<file path="src/verilog/rss_map.svh">
`ifndef RSS_MAP_SVH
`define RSS_MAP_SVH
// Phase counter layout
`define RSS_PHASE_W 3
`define RSS_PHASE_LAST 3'h7
`define RSS_PHASE_P0 3'h0
`define RSS_PHASE_P1 3'h1
`define RSS_PHASE_P4 3'h4
// Retrace set pulse timing
`define RSS_CLK_NS 8
`define RSS_SET_PULSE_NS 700
`define RSS_SET_CNT_W 7
// Repeat pacing
`define RSS_REP_DIV_W 2
`define RSS_REP_FIRE 2'h3
// Function codes
`define RSS_FUNC_W 4
`define RSS_FUNC_COUNT 4'hE
// Register map (byte addresses)
`define RSS_ADR_W 4
`define RSS_REG_CTRL 4'h0
`define RSS_REG_STATUS 4'h4
`define RSS_CTRL_RESET 2'h3
`define RSS_CTRL_EN_BIT 0
`define RSS_CTRL_REP_BIT 1
`endif

</file>
<file path="src/verilog/rss_pkg.sv">
package rss_pkg;
	typedef enum logic [2:0] {
		RSS_IDLE = 3'h0,
		RSS_S1 = 3'h1,
		RSS_S2 = 3'h3,
		RSS_S3 = 3'h2,
		RSS_S4 = 3'h6,
		RSS_S5 = 3'h7,
		RSS_S6 = 3'h5,
		RSS_S7 = 3'h4
	} rss_stage_t;
endpackage

</file>
<file path="src/verilog/rss_sequencer.sv">
`timescale 1ns/100ps
`include "rss_map.svh"
module rss_sequencer (
	input wire logic mclk,
	input wire logic rst_b,
	input wire logic wb_cyc_i,
	input wire logic wb_stb_i,
	input wire logic wb_we_i,
	input wire logic [`RSS_ADR_W-1:0] wb_adr_i,
	input wire logic [3:0] wb_sel_i,
	input wire logic [31:0] wb_dat_i,
	output logic [31:0] wb_dat_o,
	output logic wb_ack_o,
	input wire logic permitted_key_strobe,
	input wire logic host_entry_request,
	input wire logic repeat_key,
	input wire logic vertical_drive_pulse,
	input wire logic horiz_drive_enable,
	input wire logic [`RSS_FUNC_W-1:0] key_code,
	input wire logic step_advance,
	input wire logic loop_request,
	input wire logic skip_request_condition,
	output logic phase_p0,
	output logic phase_p1,
	output logic phase_p4,
	output logic line_retrace_set_pulse,
	output logic [7:1] step_outputs,
	output logic [7:1] step_outputs_n,
	output logic sequencer_busy,
	output logic sequencer_busy_n,
	output logic key_command_load,
	output logic write_buffer_clear_entry,
	output logic sequencer_initiate,
	output logic key_input_clear,
	output logic write_buffer_load_key,
	output logic first_step_enable,
	output logic [`RSS_FUNC_W-1:0] key_command,
	output logic suppress_refresh,
	output logic display_blank,
	output logic refresh_reset
);
	localparam int SET_CYC = (`RSS_SET_PULSE_NS + `RSS_CLK_NS - 1) / `RSS_CLK_NS;
	localparam logic [`RSS_SET_CNT_W-1:0] SET_LOAD = SET_CYC[`RSS_SET_CNT_W-1:0];

	// ********************
	// Path table and decode
	// ********************
	function automatic rss_pkg::rss_stage_t stage_of(input logic [2:0] idx);
		unique case (idx)
			3'h1: stage_of = rss_pkg::RSS_S1;
			3'h2: stage_of = rss_pkg::RSS_S2;
			3'h3: stage_of = rss_pkg::RSS_S3;
			3'h4: stage_of = rss_pkg::RSS_S4;
			3'h5: stage_of = rss_pkg::RSS_S5;
			3'h6: stage_of = rss_pkg::RSS_S6;
			3'h7: stage_of = rss_pkg::RSS_S7;
			default: stage_of = rss_pkg::RSS_IDLE;
		endcase
	endfunction

	function automatic logic [2:0] idx_of(input rss_pkg::rss_stage_t st);
		unique case (st)
			rss_pkg::RSS_IDLE: idx_of = 3'h0;
			rss_pkg::RSS_S1: idx_of = 3'h1;
			rss_pkg::RSS_S2: idx_of = 3'h2;
			rss_pkg::RSS_S3: idx_of = 3'h3;
			rss_pkg::RSS_S4: idx_of = 3'h4;
			rss_pkg::RSS_S5: idx_of = 3'h5;
			rss_pkg::RSS_S6: idx_of = 3'h6;
			rss_pkg::RSS_S7: idx_of = 3'h7;
		endcase
	endfunction

	// Returns {last stage, loop-back stage}; zero last ends after stage one, as last one does
	function automatic logic [5:0] path_of(input logic [`RSS_FUNC_W-1:0] f);
		unique case (f)
			4'h0: path_of = {3'h2, 3'h0};
			4'h1: path_of = {3'h3, 3'h0};
			4'h2: path_of = {3'h4, 3'h0};
			4'h3: path_of = {3'h5, 3'h0};
			4'h4: path_of = {3'h7, 3'h0};
			4'h5: path_of = {3'h3, 3'h2};
			4'h6: path_of = {3'h4, 3'h2};
			4'h7: path_of = {3'h5, 3'h3};
			4'h8: path_of = {3'h6, 3'h4};
			4'h9: path_of = {3'h7, 3'h5};
			4'hA: path_of = {3'h7, 3'h2};
			4'hB: path_of = {3'h6, 3'h3};
			4'hC: path_of = {3'h1, 3'h0};
			4'hD: path_of = {3'h7, 3'h6};
			default: path_of = {3'h0, 3'h0};
		endcase
	endfunction

	function automatic logic [7:1] onehot(input logic [2:0] idx);
		logic [7:1] v;
		v = '0;
		for (int i = 1; i <= 7; i++) begin
			v[i] = (idx == i[2:0]);
		end
		onehot = v;
	endfunction

	// ********************
	// Declarations
	// ********************
	logic [`RSS_PHASE_W-1:0] phase_r;
	logic p0_r, p1_r, p4_r;
	logic hde_d_r;
	logic [`RSS_SET_CNT_W-1:0] set_cnt_r;
	logic set_pulse_r;
	logic vdp_d_r;
	logic [`RSS_REP_DIV_W-1:0] rep_cnt_r;
	logic entry_r, arm_r, hold_r, load_r;
	logic arm_nxt, load_nxt, entry_en;
	rss_pkg::rss_stage_t stage_r, stage_nxt;
	logic [2:0] idx, last_idx, loop_idx;
	logic busy_r, busy_nxt;
	logic skip_r;
	logic [`RSS_FUNC_W-1:0] cmd_r;
	logic [1:0] ctrl_r;
	logic ack_r;
	logic [31:0] rdat_r;
	logic refr_r;
	logic wb_req;

	// ********************
	// Phase strobes
	// ********************
	always_ff @(posedge mclk) begin
		if (!rst_b) begin
			phase_r <= '0;
			p0_r <= 1'b0;
			p1_r <= 1'b0;
			p4_r <= 1'b0;
		end else begin
			phase_r <= (phase_r == `RSS_PHASE_LAST) ? '0 : phase_r + 1'b1;
			p0_r <= (phase_r == `RSS_PHASE_LAST);
			p1_r <= (phase_r == `RSS_PHASE_P0);
			p4_r <= (phase_r == `RSS_PHASE_P4 - 3'h1);
		end
	end

	// ********************
	// Retrace set pulse and repeat pacing
	// ********************
	always_ff @(posedge mclk) begin
		if (!rst_b) begin
			hde_d_r <= 1'b0;
			set_cnt_r <= '0;
			set_pulse_r <= 1'b0;
		end else begin
			hde_d_r <= horiz_drive_enable;
			if (horiz_drive_enable && !hde_d_r) begin
				set_cnt_r <= SET_LOAD - 1'b1;
				set_pulse_r <= 1'b1;
			end else if (set_cnt_r != '0) begin
				set_cnt_r <= set_cnt_r - 1'b1;
			end else begin
				set_pulse_r <= 1'b0;
			end
		end
	end

	always_ff @(posedge mclk) begin
		if (!rst_b) begin
			vdp_d_r <= 1'b0;
			rep_cnt_r <= '0;
		end else begin
			vdp_d_r <= vertical_drive_pulse;
			if (!repeat_key) begin
				rep_cnt_r <= '0;
			end else if (vertical_drive_pulse && !vdp_d_r) begin
				rep_cnt_r <= rep_cnt_r + 1'b1;
			end
		end
	end

	// ********************
	// Entry, arm, hold and load
	// ********************
	always_comb begin
		entry_en = ctrl_r[`RSS_CTRL_EN_BIT] && (permitted_key_strobe || host_entry_request ||
			(ctrl_r[`RSS_CTRL_REP_BIT] && repeat_key && rep_cnt_r == `RSS_REP_FIRE));
		arm_nxt = arm_r;
		load_nxt = load_r;
		if (p0_r) begin
			arm_nxt = entry_r && !hold_r;
			load_nxt = arm_r;
		end
	end

	always_ff @(posedge mclk) begin
		if (!rst_b) begin
			entry_r <= 1'b0;
			arm_r <= 1'b0;
			hold_r <= 1'b0;
			load_r <= 1'b0;
		end else begin
			if (!entry_en) begin
				entry_r <= 1'b0;
			end else if (set_pulse_r) begin
				entry_r <= 1'b1;
			end
			arm_r <= arm_nxt;
			load_r <= load_nxt;
			if (!entry_r) begin
				hold_r <= 1'b0;
			end else if (p4_r && arm_r) begin
				hold_r <= 1'b1;
			end
		end
	end

	always_ff @(posedge mclk) begin
		if (!rst_b) begin
			cmd_r <= '0;
		end else if (arm_r && !load_r && p0_r) begin
			cmd_r <= key_code;
		end
	end

	// ********************
	// Stage counter
	// ********************
	always_comb begin
		idx = idx_of(stage_r);
		{last_idx, loop_idx} = path_of(cmd_r);
		stage_nxt = stage_r;
		if (p1_r) begin
			if (load_r && stage_r == rss_pkg::RSS_IDLE) begin
				stage_nxt = rss_pkg::RSS_S1;
			end else if (stage_r != rss_pkg::RSS_IDLE) begin
				// Loop first, so the last stage of a looping path can recycle
				if (loop_request && loop_idx != 3'h0 && idx > loop_idx) begin
					stage_nxt = stage_of(loop_idx);
				end else if (idx >= last_idx) begin
					stage_nxt = rss_pkg::RSS_IDLE;
				end else if (step_advance) begin
					stage_nxt = stage_of(idx + 3'h1);
				end
			end
		end
		busy_nxt = (stage_nxt != rss_pkg::RSS_IDLE) || arm_r || load_r;
	end

	always_ff @(posedge mclk) begin
		if (!rst_b) begin
			stage_r <= rss_pkg::RSS_IDLE;
		end else begin
			stage_r <= stage_nxt;
		end
	end

	always_ff @(posedge mclk) begin
		if (!rst_b) begin
			busy_r <= 1'b0;
		end else if (p1_r) begin
			busy_r <= busy_nxt;
		end
	end

	// ********************
	// Skip refresh
	// ********************
	always_ff @(posedge mclk) begin
		if (!rst_b) begin
			skip_r <= 1'b0;
			refr_r <= 1'b1;
		end else begin
			if (stage_r == rss_pkg::RSS_S1 && skip_request_condition) begin
				skip_r <= 1'b1;
			end else if (stage_r == rss_pkg::RSS_IDLE && !load_r) begin
				skip_r <= 1'b0;
			end
			refr_r <= skip_r || vertical_drive_pulse;
		end
	end

	// ********************
	// Register bus
	// ********************
	assign wb_req = wb_cyc_i && wb_stb_i;

	always_ff @(posedge mclk) begin
		if (!rst_b) begin
			ack_r <= 1'b0;
			rdat_r <= '0;
		end else begin
			ack_r <= wb_req && !ack_r;
			if (wb_req && !ack_r) begin
				unique case (wb_adr_i)
					`RSS_REG_CTRL: rdat_r <= {30'h0, ctrl_r};
					`RSS_REG_STATUS: rdat_r <= {21'h0, cmd_r, skip_r, busy_r, hold_r, entry_r, idx_of(stage_r)};
					default: rdat_r <= '0;
				endcase
			end
		end
	end

	always_ff @(posedge mclk) begin
		if (!rst_b) begin
			ctrl_r <= `RSS_CTRL_RESET;
		end else if (wb_req && ack_r && wb_we_i && wb_sel_i[0] && wb_adr_i == `RSS_REG_CTRL) begin
			ctrl_r <= wb_dat_i[1:0];
		end
	end

	// ********************
	// Outputs
	// ********************
	assign phase_p0 = p0_r;
	assign phase_p1 = p1_r;
	assign phase_p4 = p4_r;
	assign line_retrace_set_pulse = set_pulse_r;
	assign step_outputs = onehot(idx_of(stage_r));
	assign step_outputs_n = ~step_outputs;
	assign sequencer_busy = busy_r;
	assign sequencer_busy_n = ~busy_r;
	assign key_command_load = arm_r;
	assign write_buffer_clear_entry = arm_r;
	assign sequencer_initiate = arm_r | load_r;
	assign key_input_clear = load_r;
	assign write_buffer_load_key = load_r;
	assign first_step_enable = load_r;
	assign key_command = cmd_r;
	assign suppress_refresh = skip_r;
	assign display_blank = skip_r;
	assign refresh_reset = refr_r;
	assign wb_ack_o = ack_r;
	assign wb_dat_o = rdat_r;
endmodule

</file>
<file path="config.mk">
export PLATFORM = sky130hd
export DESIGN_NAME = rss_sequencer
export DESIGN_NICKNAME = d
export VERILOG_FILES = /design/src/verilog/rss_pkg.sv /design/src/verilog/rss_sequencer.sv
export VERILOG_INCLUDE_DIRS = /design/src /design/src/verilog
export SDC_FILE = /design/constraint.sdc
export NUM_CORES = 1
export LEC_CHECK = 0
export BUFFER_PORTS_ARGS = -buffer_cell sky130_fd_sc_hd__buf_2
export CAP_MARGIN = 20
export CORE_ASPECT_RATIO = 0.8
export CORE_MARGIN = 2
export CORE_UTILIZATION = 48
export DETAILED_ROUTE_END_ITERATION = 8
export PLACE_DENSITY = 0.9
export SYNTH_ARGS = -nofsm -noshare
export SYNTH_HDL_FRONTEND = slang
export SYNTH_SLANG_ARGS = --single-unit
</file>
<file path="constraint.sdc">
create_clock -name mclk -period 3 [get_ports mclk]
set_input_delay 0.45 -clock mclk [delete_from_list [all_inputs] [get_ports mclk]]
set_output_delay 0.45 -clock mclk [all_outputs]
set_load 0.005 [all_outputs]
</file>
# Word level (Yosys, flattened, before mapping)
# Memories as Yosys holds them, arrays and structs flattened. A register that Yosys moved wholly into a read port is not among the register bits.
# Cells that the tools add are included.
dict set report totals {
  reg_bits 67
  rom_bits 168
  in_bits 57
  out_inout_bits 66
  elab_cells 127
  n_memories 4
}
dict set report classes {
  addsub 4
  order_cmp 2
  eq_ne 27
  n_mux 20
  n_bitwise 4
  reduce_logical 44
}
# memory depth width read_ports rd_clocked_by_memory_dff write_ports line_no
set memory_table {}
lappend memory_table {{(no name shown)} 16 6 1 1 0 rss_sequencer.sv:76} ;# unique case (f)
lappend memory_table {{(no name shown)} 8 3 1 1 0 rss_sequencer.sv:62} ;# unique case (st)
lappend memory_table {{(no name shown)} 8 3 1 1 0 rss_sequencer.sv:62}
lappend memory_table {{(no name shown)} 8 3 1 1 0 rss_sequencer.sv:62}
# operator n
set op_table {}
lappend op_table {{3-bit one-hot mux with 7 select lines} 2}
lappend op_table {{3-bit equality test, second input constant} 13}
lappend op_table {{3-bit 2-to-1 mux} 9}
lappend op_table {{11-bit one-hot mux with 2 select lines} 1}
lappend op_table {{3-bit by 2-bit equality test with 1-bit output, second input constant} 7}
lappend op_table {{1-bit logical AND} 20}
lappend op_table {{7-bit 2-to-1 mux} 2}
lappend op_table {{3-bit by 1-bit equality test with 1-bit output, second input constant} 4}
lappend op_table {{3-bit nonzero test} 3}
lappend op_table {{4-bit 2-to-1 mux} 2}
lappend op_table {{7-bit NOT} 1}
lappend op_table {{7-bit nonzero test} 1}
lappend op_table {{7-bit by 1-bit subtractor with 7-bit output, second input constant} 1}
lappend op_table {{3-bit by 1-bit adder with 3-bit output, second input constant} 2}
lappend op_table {{3-bit logical NOT} 2}
lappend op_table {{2-bit AND reduction} 3}
lappend op_table {{1-bit logical NOT} 5}
lappend op_table {{1-bit logical OR} 5}
lappend op_table {{4-bit by 3-bit equality test with 1-bit output, second input constant} 1}
lappend op_table {{4-bit logical NOT} 1}
lappend op_table {{1-bit 2-to-1 mux} 4}
lappend op_table {{2-bit nonzero test} 2}
lappend op_table {{2-bit OR reduction} 2}
lappend op_table {{3-bit >= comparator} 1}
lappend op_table {{other kinds (6)} 7}

# Logic depth before layout (Yosys ltp)
# Gate-level depths: netlist of the first run.
dict set report logic_depth {
  depth_word 12
  depth_mapped 9
  ltp_nobuf 9
}

# Worst setup path after synthesis of the first run
# OpenSTA, ideal clock, no wires.
dict set report synth_path {
  path_kind {reg-to-reg}
  start {reg, netlist name loop_idx[1]}
  end {reg, netlist name idx[0]}
  setup_time_ns 0.123
  arrival_time_ns 2.229
  t_required_ns 2.877
  slack_ns 0.647
  path_stages_with_launch 10
  path_cell_list {dfxtp_1 > inv_1 > ha_1 > nor2b_2 > o21a_1 > o21ai_2 > or3_1 > a32oi_2 > xor2_1 > mux2_1}
}
dict set report synth_via {
  elab_chain_len 8
  word_cells_on_any_way 17
}
# item line_no
set synth_lines {}
lappend synth_lines {{parallel branches: the longest is 3 deep, another holds 3-bit one-hot mux with 7 select lines} --}
lappend synth_lines {{3-bit 2-to-1 mux (*)} rss_sequencer.sv:235} ;# if (loop_request && loop_idx != 3'h0 && idx > loop_idx) begin
lappend synth_lines {{3-bit 2-to-1 mux (*)} rss_sequencer.sv:233} ;# end else if (stage_r != rss_pkg::RSS_IDLE) begin
lappend synth_lines {{3-bit 2-to-1 mux (*)} rss_sequencer.sv:231} ;# if (load_r && stage_r == rss_pkg::RSS_IDLE) begin
lappend synth_lines {{3-bit 2-to-1 mux (*)} rss_sequencer.sv:230} ;# if (p1_r) begin
lappend synth_lines {{3-bit 2-to-1 mux (no line) (*)} --}
# Every way passes the cells marked *.
# A chain may end at the register's enable or synchronous reset.

# Worst setup path after layout of the first run
dict set report layout_path {
  start {reg, netlist name loop_idx[1]}
  end {reg, netlist name idx[0]}
}
dict set report layout_via {
  elab_chain_len 8
  word_cells_on_any_way 17
}
# item line_no
set layout_lines {}
lappend layout_lines {{parallel branches: the longest is 3 deep, another holds 3-bit one-hot mux with 7 select lines} --}
lappend layout_lines {{3-bit 2-to-1 mux (*)} rss_sequencer.sv:235}
lappend layout_lines {{3-bit 2-to-1 mux (*)} rss_sequencer.sv:233}
lappend layout_lines {{3-bit 2-to-1 mux (*)} rss_sequencer.sv:231}
lappend layout_lines {{3-bit 2-to-1 mux (*)} rss_sequencer.sv:230}
lappend layout_lines {{3-bit 2-to-1 mux (no line) (*)} --}
# Marked as above.

==> impl_metrics.prom, run 1 <==
# TYPE chip_impl_metric gauge
chip_impl_info{name="min_path_type",value="input pin to register"} 1
chip_impl_metric{name="die_width",unit="µm"} 90.53
chip_impl_metric{name="top_level_i_o_count",unit=""} 123
chip_impl_metric{name="global_route_wire_length_before_repair",unit="mm"} 10.46
chip_impl_metric{name="place.detailed.instances",unit=""} 469
chip_impl_info{name="postSynth.topFlopCell",value="sky130_fd_sc_hd__dfxtp_1"} 1
chip_impl_metric{name="gr-usage-all-layers",unit=""} 0.1957
chip_impl_metric{name="cap_violations",unit=""} 0
chip_impl_metric{name="detail_route.wl_per_cell",unit="µm"} 13.50
chip_impl_metric{name="placement.io_buffers",unit=""} 68
chip_impl_metric{name="post-route-min-period",unit="ps"} 2604
chip_impl_metric{name="final.setup_skew",unit="ps"} 5.284
chip_impl_metric{name="ys_ff_latch",unit=""} 55
chip_impl_info{name="worst_hold_startpoint",value="vertical_drive_pulse"} 1
chip_impl_metric{name="multiInputGateArea",unit="µm²"} 1523
chip_impl_metric{name="drt_pre_antenna_iters",unit=""} 4
chip_impl_metric{name="cts.hold.buffers_added",unit=""} 0
chip_impl_metric{name="max_slew.worst_pin.slew",unit="ps"} 606.9
chip_impl_metric{name="leakagePower",unit="nW"} 1.648
chip_impl_metric{name="relSlewSlack",unit=""} 0.5917
chip_impl_metric{name="netlist_area_before_placement",unit="µm²"} 2875
chip_impl_metric{name="met2_usage",unit=""} 0.3358
chip_impl_metric{name="power.ir.vdd_worst",unit="V"} 0.0002194
chip_impl_metric{name="finalSetupTns",unit="ps"} 0
chip_impl_metric{name="n_antenna_cell",unit=""} 0
chip_impl_info{name="yosys-top-cells-area",value="sky130_fd_sc_hd__dfxtp_1 38%, sky130_fd_sc_hd__ha_1 12%, sky130_fd_sc_hd__buf_4 6.5%, sky130_fd_sc_hd__nor2_1 5.0%, sky130_fd_sc_hd__inv_1 3.9%"} 1
chip_impl_metric{name="fin_nets",unit=""} 479
chip_impl_metric{name="power.density_cell_area",unit="nW/µm²"} 412.0
chip_impl_info{name="cts_root_buf",value="sky130_fd_sc_hd__clkbuf_8"} 1
chip_impl_metric{name="postLayoutCellArea",unit="µm²"} 3279
chip_impl_metric{name="cts_inserted_buffers",unit=""} 5
chip_impl_metric{name="antenna_left",unit=""} 0
chip_impl_metric{name="number_of_synthesized_flops_with_an_enable_pin",unit=""} 0
chip_impl_metric{name="route.vias.total",unit=""} 2414
chip_impl_metric{name="number_of_remaining_drc_errors",unit=""} 0
chip_impl_metric{name="layout_worst_path_cycle_share",unit=""} 0.8681
chip_impl_metric{name="share_clk_of_total_power",unit=""} 0.295
chip_impl_metric{name="timing.final.setup_violations",unit=""} 0
chip_impl_info{name="top_usage_layer",value="met2"} 1
chip_impl_metric{name="fp-row-count",unit=""} 25
chip_impl_metric{name="finalHoldViolations",unit=""} 0
chip_impl_metric{name="power.combinational.fraction",unit=""} 0.123
chip_impl_metric{name="grtUsageMet3",unit=""} 0.03719
chip_impl_info{name="clock_tree_from_tritoncts",value="yes"} 1
chip_impl_metric{name="dp.final_hpwl",unit="mm"} 4.798
chip_impl_metric{name="power.switching_fraction",unit=""} 0.2687
chip_impl_metric{name="final.setup.worst_slack",unit="ps"} 395.6
chip_impl_info{name="crit_type",value="register to register"} 1
chip_impl_info{name="synthTopCellsByCount",value="55 x sky130_fd_sc_hd__dfxtp_1, 38 x sky130_fd_sc_hd__nor2_1, 30 x sky130_fd_sc_hd__inv_1"} 1
chip_impl_info{name="worst_setup_path_end_kind",value="register"} 1
chip_impl_metric{name="cp_data_required_time",unit="ps"} 3200
chip_impl_metric{name="grt_antenna_before_repair",unit=""} 0
chip_impl_metric{name="fillCellCount",unit=""} 519
chip_impl_metric{name="clock_tree.buffer_depth",unit=""} 2
chip_impl_metric{name="die_y",unit="µm"} 73.23
chip_impl_metric{name="grt_pass1_vias",unit=""} 2333
chip_impl_metric{name="drt-total-wl",unit="mm"} 6.424
chip_impl_metric{name="grt_remaining_overflow",unit=""} 0
chip_impl_metric{name="fin_util",unit=""} 0.5606
chip_impl_info{name="synth_top_cell_by_area",value="sky130_fd_sc_hd__dfxtp_1"} 1
chip_impl_metric{name="cts_resized",unit=""} 0
chip_impl_metric{name="insertion_delay",unit="ps"} 310
chip_impl_metric{name="synth_warnings",unit=""} 0
chip_impl_metric{name="cts.repair_timing.setup_buffer_count",unit=""} 0
chip_impl_metric{name="cell_internal_pwr",unit="mW"} 0.9881
chip_impl_metric{name="r2r_cells",unit=""} 9
chip_impl_metric{name="syn_area_per_cell",unit="µm²"} 8.739
chip_impl_metric{name="initial_utilization",unit=""} 0.4916
chip_impl_info{name="outcome",value="complete, no violations"} 1
chip_impl_metric{name="cts.clk_slew.worst_paths",unit="ps"} 100
chip_impl_metric{name="synth_sequential_area_ratio",unit=""} 0.3829
chip_impl_metric{name="globalRouteMet1Util",unit=""} 0.2424
chip_impl_info{name="grt_setup_unrepaired",value="no"} 1
chip_impl_info{name="start_kind",value="register"} 1
chip_impl_metric{name="post_layout_nonfiller_instances",unit=""} 476
chip_impl_metric{name="crit_fanout",unit=""} 6
chip_impl_metric{name="maxClockFrequency",unit="GHz"} 0.3840
chip_impl_info{name="hold-path-endpoint",value="refresh_reset$_SDFF_PN1_"} 1
chip_impl_metric{name="grt_max_degree",unit=""} 22
chip_impl_metric{name="drt_iter0_drc",unit=""} 138
chip_impl_metric{name="clock-sinks",unit=""} 55
chip_impl_metric{name="syn_to_final_growth",unit="%"} 14.06
chip_impl_metric{name="seq_area",unit="µm²"} 1101
chip_impl_metric{name="ctsHtreeMaxLevel",unit=""} 2
chip_impl_metric{name="dp_worst_setup_slack",unit="ps"} 420.9
chip_impl_metric{name="routed_via_density",unit=""} 5.071
chip_impl_info{name="synthMostInstantiatedCell",value="sky130_fd_sc_hd__dfxtp_1"} 1
chip_impl_metric{name="setup.reg_to_reg.worst_slack",unit="ps"} 400
chip_impl_metric{name="slew_violations",unit=""} 0
chip_impl_metric{name="design.die.area",unit="µm²"} 6629
chip_impl_info{name="critical_path.reg2reg.startpoint",value="loop_idx[1]$_DFF_P_"} 1
chip_impl_metric{name="core_area",unit="µm²"} 5849
chip_impl_metric{name="postSynth.asyncResetShare",unit=""} 0
chip_impl_info{name="worstReg2RegEnd",value="idx[0]$_DFF_P_"} 1
chip_impl_metric{name="synth_top_area_frac",unit=""} 0.3829
chip_impl_metric{name="layout-drive-gt1-share",unit=""} 0.2253
chip_impl_metric{name="yosysUniqueCellTypes",unit=""} 45
chip_impl_metric{name="arrival_time_at_the_worst_endpoint",unit="ps"} 2810
chip_impl_metric{name="place_congestion",unit=""} 0.9124
chip_impl_metric{name="power_switching",unit="mW"} 0.3630
chip_impl_metric{name="power.share.sequential",unit=""} 0.582
chip_impl_metric{name="placed_area",unit="µm²"} 3197
chip_impl_metric{name="min_delay_path_depth",unit=""} 2
chip_impl_metric{name="synthesized_instance_count",unit=""} 329
## layout make-up
class	count	area share
inverters	31	0.03548
clock inverters	2	0.004197
well taps	81	0.03090
clock buffers	5	0.02098
repair buffers	70	0.1084
flip-flops and latches	55	0.3358
multi-input cells	232	0.4643
## state kept, by name, indices dropped and copies added (netlist names), 2 cells and up
| register | flops |
|---|---|
| ctrl_r | 2 |
| idx | 3 |
| wb_dat_o | 11 |
| loop_idx | 3 |
| last_idx | 3 |
| set_cnt_r | 7 |
| key_command | 4 |
| phase_r | 3 |
| rep_cnt_r | 2 |
| stage_r | 3 |
## through the flow
stage / hold WS, ps / power [mW]
floorplan: 417.3 / 0.9227
global placement: 427.6 / 0.9462
detailed placement: 441.3 / 0.9596
CTS: 339.8 / 1.354
global route: 342.6 / 1.401
finish: 340.6 / 1.351
## worst max-delay path: stages, from the launching register on
cell and delay [ps]:
sky130_fd_sc_hd__dfxtp_1 440, sky130_fd_sc_hd__inv_1 100, sky130_fd_sc_hd__ha_1 340, sky130_fd_sc_hd__nor2b_2 150, sky130_fd_sc_hd__o21a_1 140, sky130_fd_sc_hd__o21ai_2 100
sky130_fd_sc_hd__or3_1 350, sky130_fd_sc_hd__a32oi_2 280, sky130_fd_sc_hd__xor2_1 250, sky130_fd_sc_hd__mux2_1 340
## worst max-delay path by stage
stage / cells after the start / from / endpoint
after CTS: 9 / loop_idx[1]$_DFF_P_ / idx[0]$_DFF_P_
after global routing: 9 / loop_idx[1]$_DFF_P_ / idx[0]$_DFF_P_
final: 9 / loop_idx[1]$_DFF_P_ / idx[0]$_DFF_P_
after global placement: 8 / idx[0]$_DFF_P_ / idx[0]$_DFF_P_
after detailed placement: 9 / loop_idx[1]$_DFF_P_ / idx[0]$_DFF_P_
after floorplan: 9 / loop_idx[1]$_DFF_P_ / idx[0]$_DFF_P_
## cell usage in the layout, fill, tap and decap left out, types with 2 or more instances in the layout
cell type                   n
sky130_fd_sc_hd__a21oi_1   16
sky130_fd_sc_hd__a22oi_1   12
sky130_fd_sc_hd__a31oi_1    3
sky130_fd_sc_hd__and2_1     7
sky130_fd_sc_hd__and3_2     2
sky130_fd_sc_hd__buf_2     68
sky130_fd_sc_hd__buf_4      2
sky130_fd_sc_hd__clkbuf_8   5
sky130_fd_sc_hd__conb_1    21
sky130_fd_sc_hd__dfxtp_1   55
sky130_fd_sc_hd__ha_1      27
sky130_fd_sc_hd__inv_1     30
sky130_fd_sc_hd__mux2_2     2
sky130_fd_sc_hd__mux2i_1   10
sky130_fd_sc_hd__nand2_1   21
sky130_fd_sc_hd__nand2b_1  10
sky130_fd_sc_hd__nand3_1    6
sky130_fd_sc_hd__nand3b_1   3
sky130_fd_sc_hd__nor2_1    38
sky130_fd_sc_hd__nor2b_1    2
sky130_fd_sc_hd__nor3_1     7
sky130_fd_sc_hd__nor4_1     3
sky130_fd_sc_hd__o211ai_1   4
sky130_fd_sc_hd__o21ai_0    7
sky130_fd_sc_hd__o22ai_1    2
sky130_fd_sc_hd__or2_2      2
sky130_fd_sc_hd__or3_1      3
sky130_fd_sc_hd__xnor2_1    3
sky130_fd_sc_hd__xor2_1     5
## kinds of logic after synthesis
group / Yosys count / synth area share
simple gates: 110 / 0.1871
buf+inv: 62 / 0.1136
flops: 55 / 0.3829
compound gates: 53 / 0.1266
fa+ha+maj: 27 / 0.1175
mux: 13 / 0.04656
xor+xnor: 8 / 0.02437
other cells: 1 / 0.001304
## layer usage
metal  up-vias  share of wire
li1       1192              -
met1      1113           0.45
met2        95           0.47
met3        14          0.064
met4         0          0.016
met5         -              0
## power by group through the flow
| stage | logic [mW] | registers (mW) | clock network [mW] |
|---|---|---|---|
| 2_1_floorplan | 0.128 | 0.795 | 0 |
| 4_1_cts | 0.164 | 0.786 | 0.404 |
| 3_5_place_dp | 0.159 | 0.801 | 0 |
| 6_report | 0.166 | 0.787 | 0.399 |
| 5_1_grt | 0.185 | 0.790 | 0.426 |
| 3_3_place_gp | 0.148 | 0.798 | 0 |
Note: power is estimated with default switching activity, not from simulation.
==> run 2, diff against run 1 <==
ABC_AREA = 1   (was default)
CORE_UTILIZATION = 49   (was 48)
PLACE_DENSITY = 0.91   (was 0.9)
==> impl_metrics.prom, run 2 <==
# TYPE chip_impl_metric gauge
chip_impl_metric{name="antenna_left",unit=""} 0
chip_impl_metric{name="grt_remaining_overflow",unit=""} 0
chip_impl_metric{name="initial_utilization",unit=""} 0.5131
chip_impl_metric{name="grt_antenna_before_repair",unit=""} 0
chip_impl_info{name="min_path_type",value="input pin to register"} 1
chip_impl_metric{name="power.density_cell_area",unit="nW/µm²"} 408.7
chip_impl_metric{name="synthesized_instance_count",unit=""} 422
chip_impl_metric{name="gr-usage-all-layers",unit=""} 0.1934
chip_impl_metric{name="grt_max_degree",unit=""} 30
chip_impl_metric{name="synth_top_area_frac",unit=""} 0.3573
chip_impl_metric{name="top_level_i_o_count",unit=""} 123
chip_impl_metric{name="finalSetupTns",unit="ps"} 0
chip_impl_metric{name="relSlewSlack",unit=""} 0.3983
chip_impl_metric{name="fillCellCount",unit=""} 542
chip_impl_metric{name="slew_violations",unit=""} 0
chip_impl_info{name="layout.cells.most_common_list",value="88 x sky130_fd_sc_hd__nand2_1, 83 x sky130_fd_sc_hd__inv_1, 68 x sky130_fd_sc_hd__buf_2"} 1
chip_impl_metric{name="crit_fanout",unit=""} 7
chip_impl_metric{name="drt_iter0_drc",unit=""} 140
chip_impl_info{name="worst_hold_startpoint",value="vertical_drive_pulse"} 1
chip_impl_metric{name="place.detailed.instances",unit=""} 561
chip_impl_metric{name="number_of_remaining_drc_errors",unit=""} 0
chip_impl_metric{name="cts_inserted_buffers",unit=""} 5
chip_impl_metric{name="core_area",unit="µm²"} 6006
chip_impl_metric{name="ctsHtreeMaxLevel",unit=""} 2
chip_impl_metric{name="fp-row-count",unit=""} 25
chip_impl_metric{name="timing.final.setup_violations",unit=""} 0
chip_impl_metric{name="die_y",unit="µm"} 74.93
chip_impl_metric{name="postSynth.asyncResetShare",unit=""} 0
chip_impl_info{name="worst_setup_path_startpoint",value="idx[2]$_DFF_P_"} 1
chip_impl_metric{name="detail_route.wl_per_cell",unit="µm"} 11.75
chip_impl_metric{name="route.vias.total",unit=""} 2764
chip_impl_metric{name="arrival_time_at_the_worst_endpoint",unit="ps"} 2200
chip_impl_metric{name="cts.clk_slew.worst_paths",unit="ps"} 90
chip_impl_metric{name="clock_tree.buffer_depth",unit=""} 2
chip_impl_info{name="synthMostInstantiatedCell",value="sky130_fd_sc_hd__nand2_1"} 1
chip_impl_metric{name="finalHoldViolations",unit=""} 0
chip_impl_metric{name="seq_area",unit="µm²"} 1101
chip_impl_info{name="start_kind",value="register"} 1
chip_impl_metric{name="place_congestion",unit=""} 0.8826
chip_impl_metric{name="final.setup_skew",unit="ps"} 3.911
chip_impl_metric{name="n_antenna_cell",unit=""} 0
chip_impl_metric{name="drt_pre_antenna_iters",unit=""} 4
chip_impl_info{name="synth_top_cell_by_area",value="sky130_fd_sc_hd__dfxtp_1"} 1
chip_impl_metric{name="routed_via_density",unit=""} 4.858
chip_impl_metric{name="design.die.area",unit="µm²"} 6943
chip_impl_info{name="crit_type",value="register to register"} 1
chip_impl_metric{name="post-route-min-period",unit="ps"} 1987
chip_impl_info{name="worst_setup_path_end_kind",value="register"} 1
chip_impl_metric{name="placement.io_buffers",unit=""} 68
chip_impl_metric{name="syn_area_per_cell",unit="µm²"} 7.303
chip_impl_metric{name="dp_worst_setup_slack",unit="ps"} 1060
chip_impl_metric{name="syn_to_final_growth",unit="%"} 12.99
chip_impl_metric{name="final.setup.worst_slack",unit="ps"} 1013
chip_impl_info{name="grt_setup_unrepaired",value="no"} 1
chip_impl_metric{name="number_of_synthesized_flops_with_an_enable_pin",unit=""} 0
chip_impl_metric{name="critPathMaxStageDelay",unit="ps"} 500
chip_impl_metric{name="yosysUniqueCellTypes",unit=""} 37
chip_impl_info{name="synthTopCellsByCount",value="88 x sky130_fd_sc_hd__nand2_1, 83 x sky130_fd_sc_hd__inv_1, 55 x sky130_fd_sc_hd__dfxtp_1"} 1
chip_impl_info{name="critical_path.reg2reg.startpoint",value="idx[2]$_DFF_P_"} 1
chip_impl_metric{name="synth_warnings",unit=""} 0
chip_impl_info{name="cp_most_frequent_cell",value="sky130_fd_sc_hd__nand2_1"} 1
chip_impl_metric{name="fin_nets",unit=""} 571
chip_impl_metric{name="maxClockFrequency",unit="GHz"} 0.5032
chip_impl_info{name="cts_root_buf",value="sky130_fd_sc_hd__clkbuf_8"} 1
chip_impl_info{name="clock_tree_from_tritoncts",value="yes"} 1
chip_impl_metric{name="cap_violations",unit=""} 0
chip_impl_metric{name="cp_data_required_time",unit="ps"} 3210
chip_impl_metric{name="die_width",unit="µm"} 92.67
chip_impl_metric{name="layout_worst_path_cycle_share",unit=""} 0.6624
chip_impl_metric{name="cts_resized",unit=""} 0
chip_impl_metric{name="drt-total-wl",unit="mm"} 6.687
chip_impl_info{name="outcome",value="complete, no violations"} 1
chip_impl_info{name="yosys-top-cells-area",value="sky130_fd_sc_hd__dfxtp_1 36%, sky130_fd_sc_hd__ha_1 11%, sky130_fd_sc_hd__nand2_1 11%, sky130_fd_sc_hd__inv_1 10%, sky130_fd_sc_hd__buf_4 6.1%"} 1
chip_impl_metric{name="dp.final_hpwl",unit="mm"} 5.286
chip_impl_info{name="cpMaxStageDelayCell",value="sky130_fd_sc_hd__dfxtp_1"} 1
chip_impl_metric{name="insertion_delay",unit="ps"} 310
chip_impl_metric{name="layout-drive-gt1-share",unit=""} 0.2090
chip_impl_metric{name="leakagePower",unit="nW"} 1.922
chip_impl_info{name="layout.cells.most_common",value="sky130_fd_sc_hd__nand2_1"} 1
chip_impl_metric{name="global_route_wire_length_before_repair",unit="mm"} 10.74
chip_impl_metric{name="grt_pass1_vias",unit=""} 2433
chip_impl_info{name="postSynth.topFlopCell",value="sky130_fd_sc_hd__dfxtp_1"} 1
chip_impl_metric{name="max_slew.worst_pin.slew",unit="ps"} 899.8
chip_impl_metric{name="clock-sinks",unit=""} 55
chip_impl_metric{name="ys_ff_latch",unit=""} 55
chip_impl_info{name="path_cells",value="inv_1 > ha_1 > inv_1 > nand2_1 > nand2_1 > nor2_1 > o21ai_2 > nand3_2 > a21oi_2 > nand2_1 > nand3_1 > nand2_1"} 1
chip_impl_metric{name="netlist_area_before_placement",unit="µm²"} 3082
chip_impl_metric{name="post_layout_nonfiller_instances",unit=""} 569
chip_impl_metric{name="cts.hold.buffers_added",unit=""} 0
chip_impl_metric{name="power.ir.vdd_worst",unit="V"} 0.0002114
chip_impl_metric{name="number_of_flip_flops_in_the_largest_register",unit=""} 11
chip_impl_metric{name="cts.repair_timing.setup_buffer_count",unit=""} 0
chip_impl_metric{name="synth_sequential_area_ratio",unit=""} 0.3573
chip_impl_metric{name="multiInputGateArea",unit="µm²"} 1529
chip_impl_metric{name="whs",unit="ps"} 336.3
run 2: cell type report:
cell class,instances,area share
tap,81,0.02911
clock buffer,5,0.01976
sequential,55,0.3162
multi-input combinational,272,0.4391
inverter,83,0.08947
clock inverter,3,0.004312
timing repair buffer,70,0.1020
run 2: critical path, delay by kind of cell, from the launching register on:
kind | cells | cell delay [ps]
flops | 1 | 500
simple gates | 7 | 470
fa+ha+maj | 1 | 340
compound gates | 2 | 340
buf+inv | 2 | 230
run 2: path summary, 6_finish.rpt:
kind                                                   to  slack (ps)  depth (start not counted)
worst max-delay path                       idx[0]$_DFF_P_        1010                         12
worst min-delay path                   vdp_d_r$_SDFF_PN0_         340                          3
worst max register to register             idx[0]$_DFF_P_        1010                         12
worst min register to register  set_cnt_r[0]$_SDFFE_PN0P_         430                          1
run 2: through the flow:
| step | util | total power [mW] | cell area (µm²) |
|---|---|---|---|
| 4_1_cts | 0.5798 | 1.425 | 3482 |
| 2_1_floorplan | - | 0.9847 | 3157 |
| 3_3_place_gp | 0.5658 | 1.024 | 3398 |
| 5_1_grt | 0.5798 | 1.505 | 3482 |
| 3_5_place_dp | 0.5658 | 1.040 | 3398 |
| 6_report | 0.5798 | 1.423 | 3482 |
run 2: report_power, final:
| part | switching, mW | leakage [nW] | internal, mW |
|---|---|---|---|
| sequential | 0.0274 | 0.448 | 0.765 |
| clock | 0.235 | 0.0477 | 0.160 |
| combinational | 0.145 | 1.43 | 0.0910 |
run 2: logic make-up after synthesis:
| group | synth area share |
|---|---|
| AO/OA/AOI/OAI | 0.1173 |
| buffers and inverters | 0.1709 |
| flip-flops | 0.3573 |
| other | 0.001217 |
| adder cells (fa/ha/maj) | 0.1096 |
| XOR/XNOR | 0.005685 |
| AND/OR/NAND/NOR | 0.2379 |
run 2: layer usage:
layer / up-vias / share of wire / global-route usage
met5: - / 0 / 0
met4: 0 / 0.026 / 0.07190
met3: 17 / 0.074 / 0.04304
met2: 97 / 0.47 / 0.3406
met1: 1248 / 0.43 / 0.2374
li1: 1402 / - / -
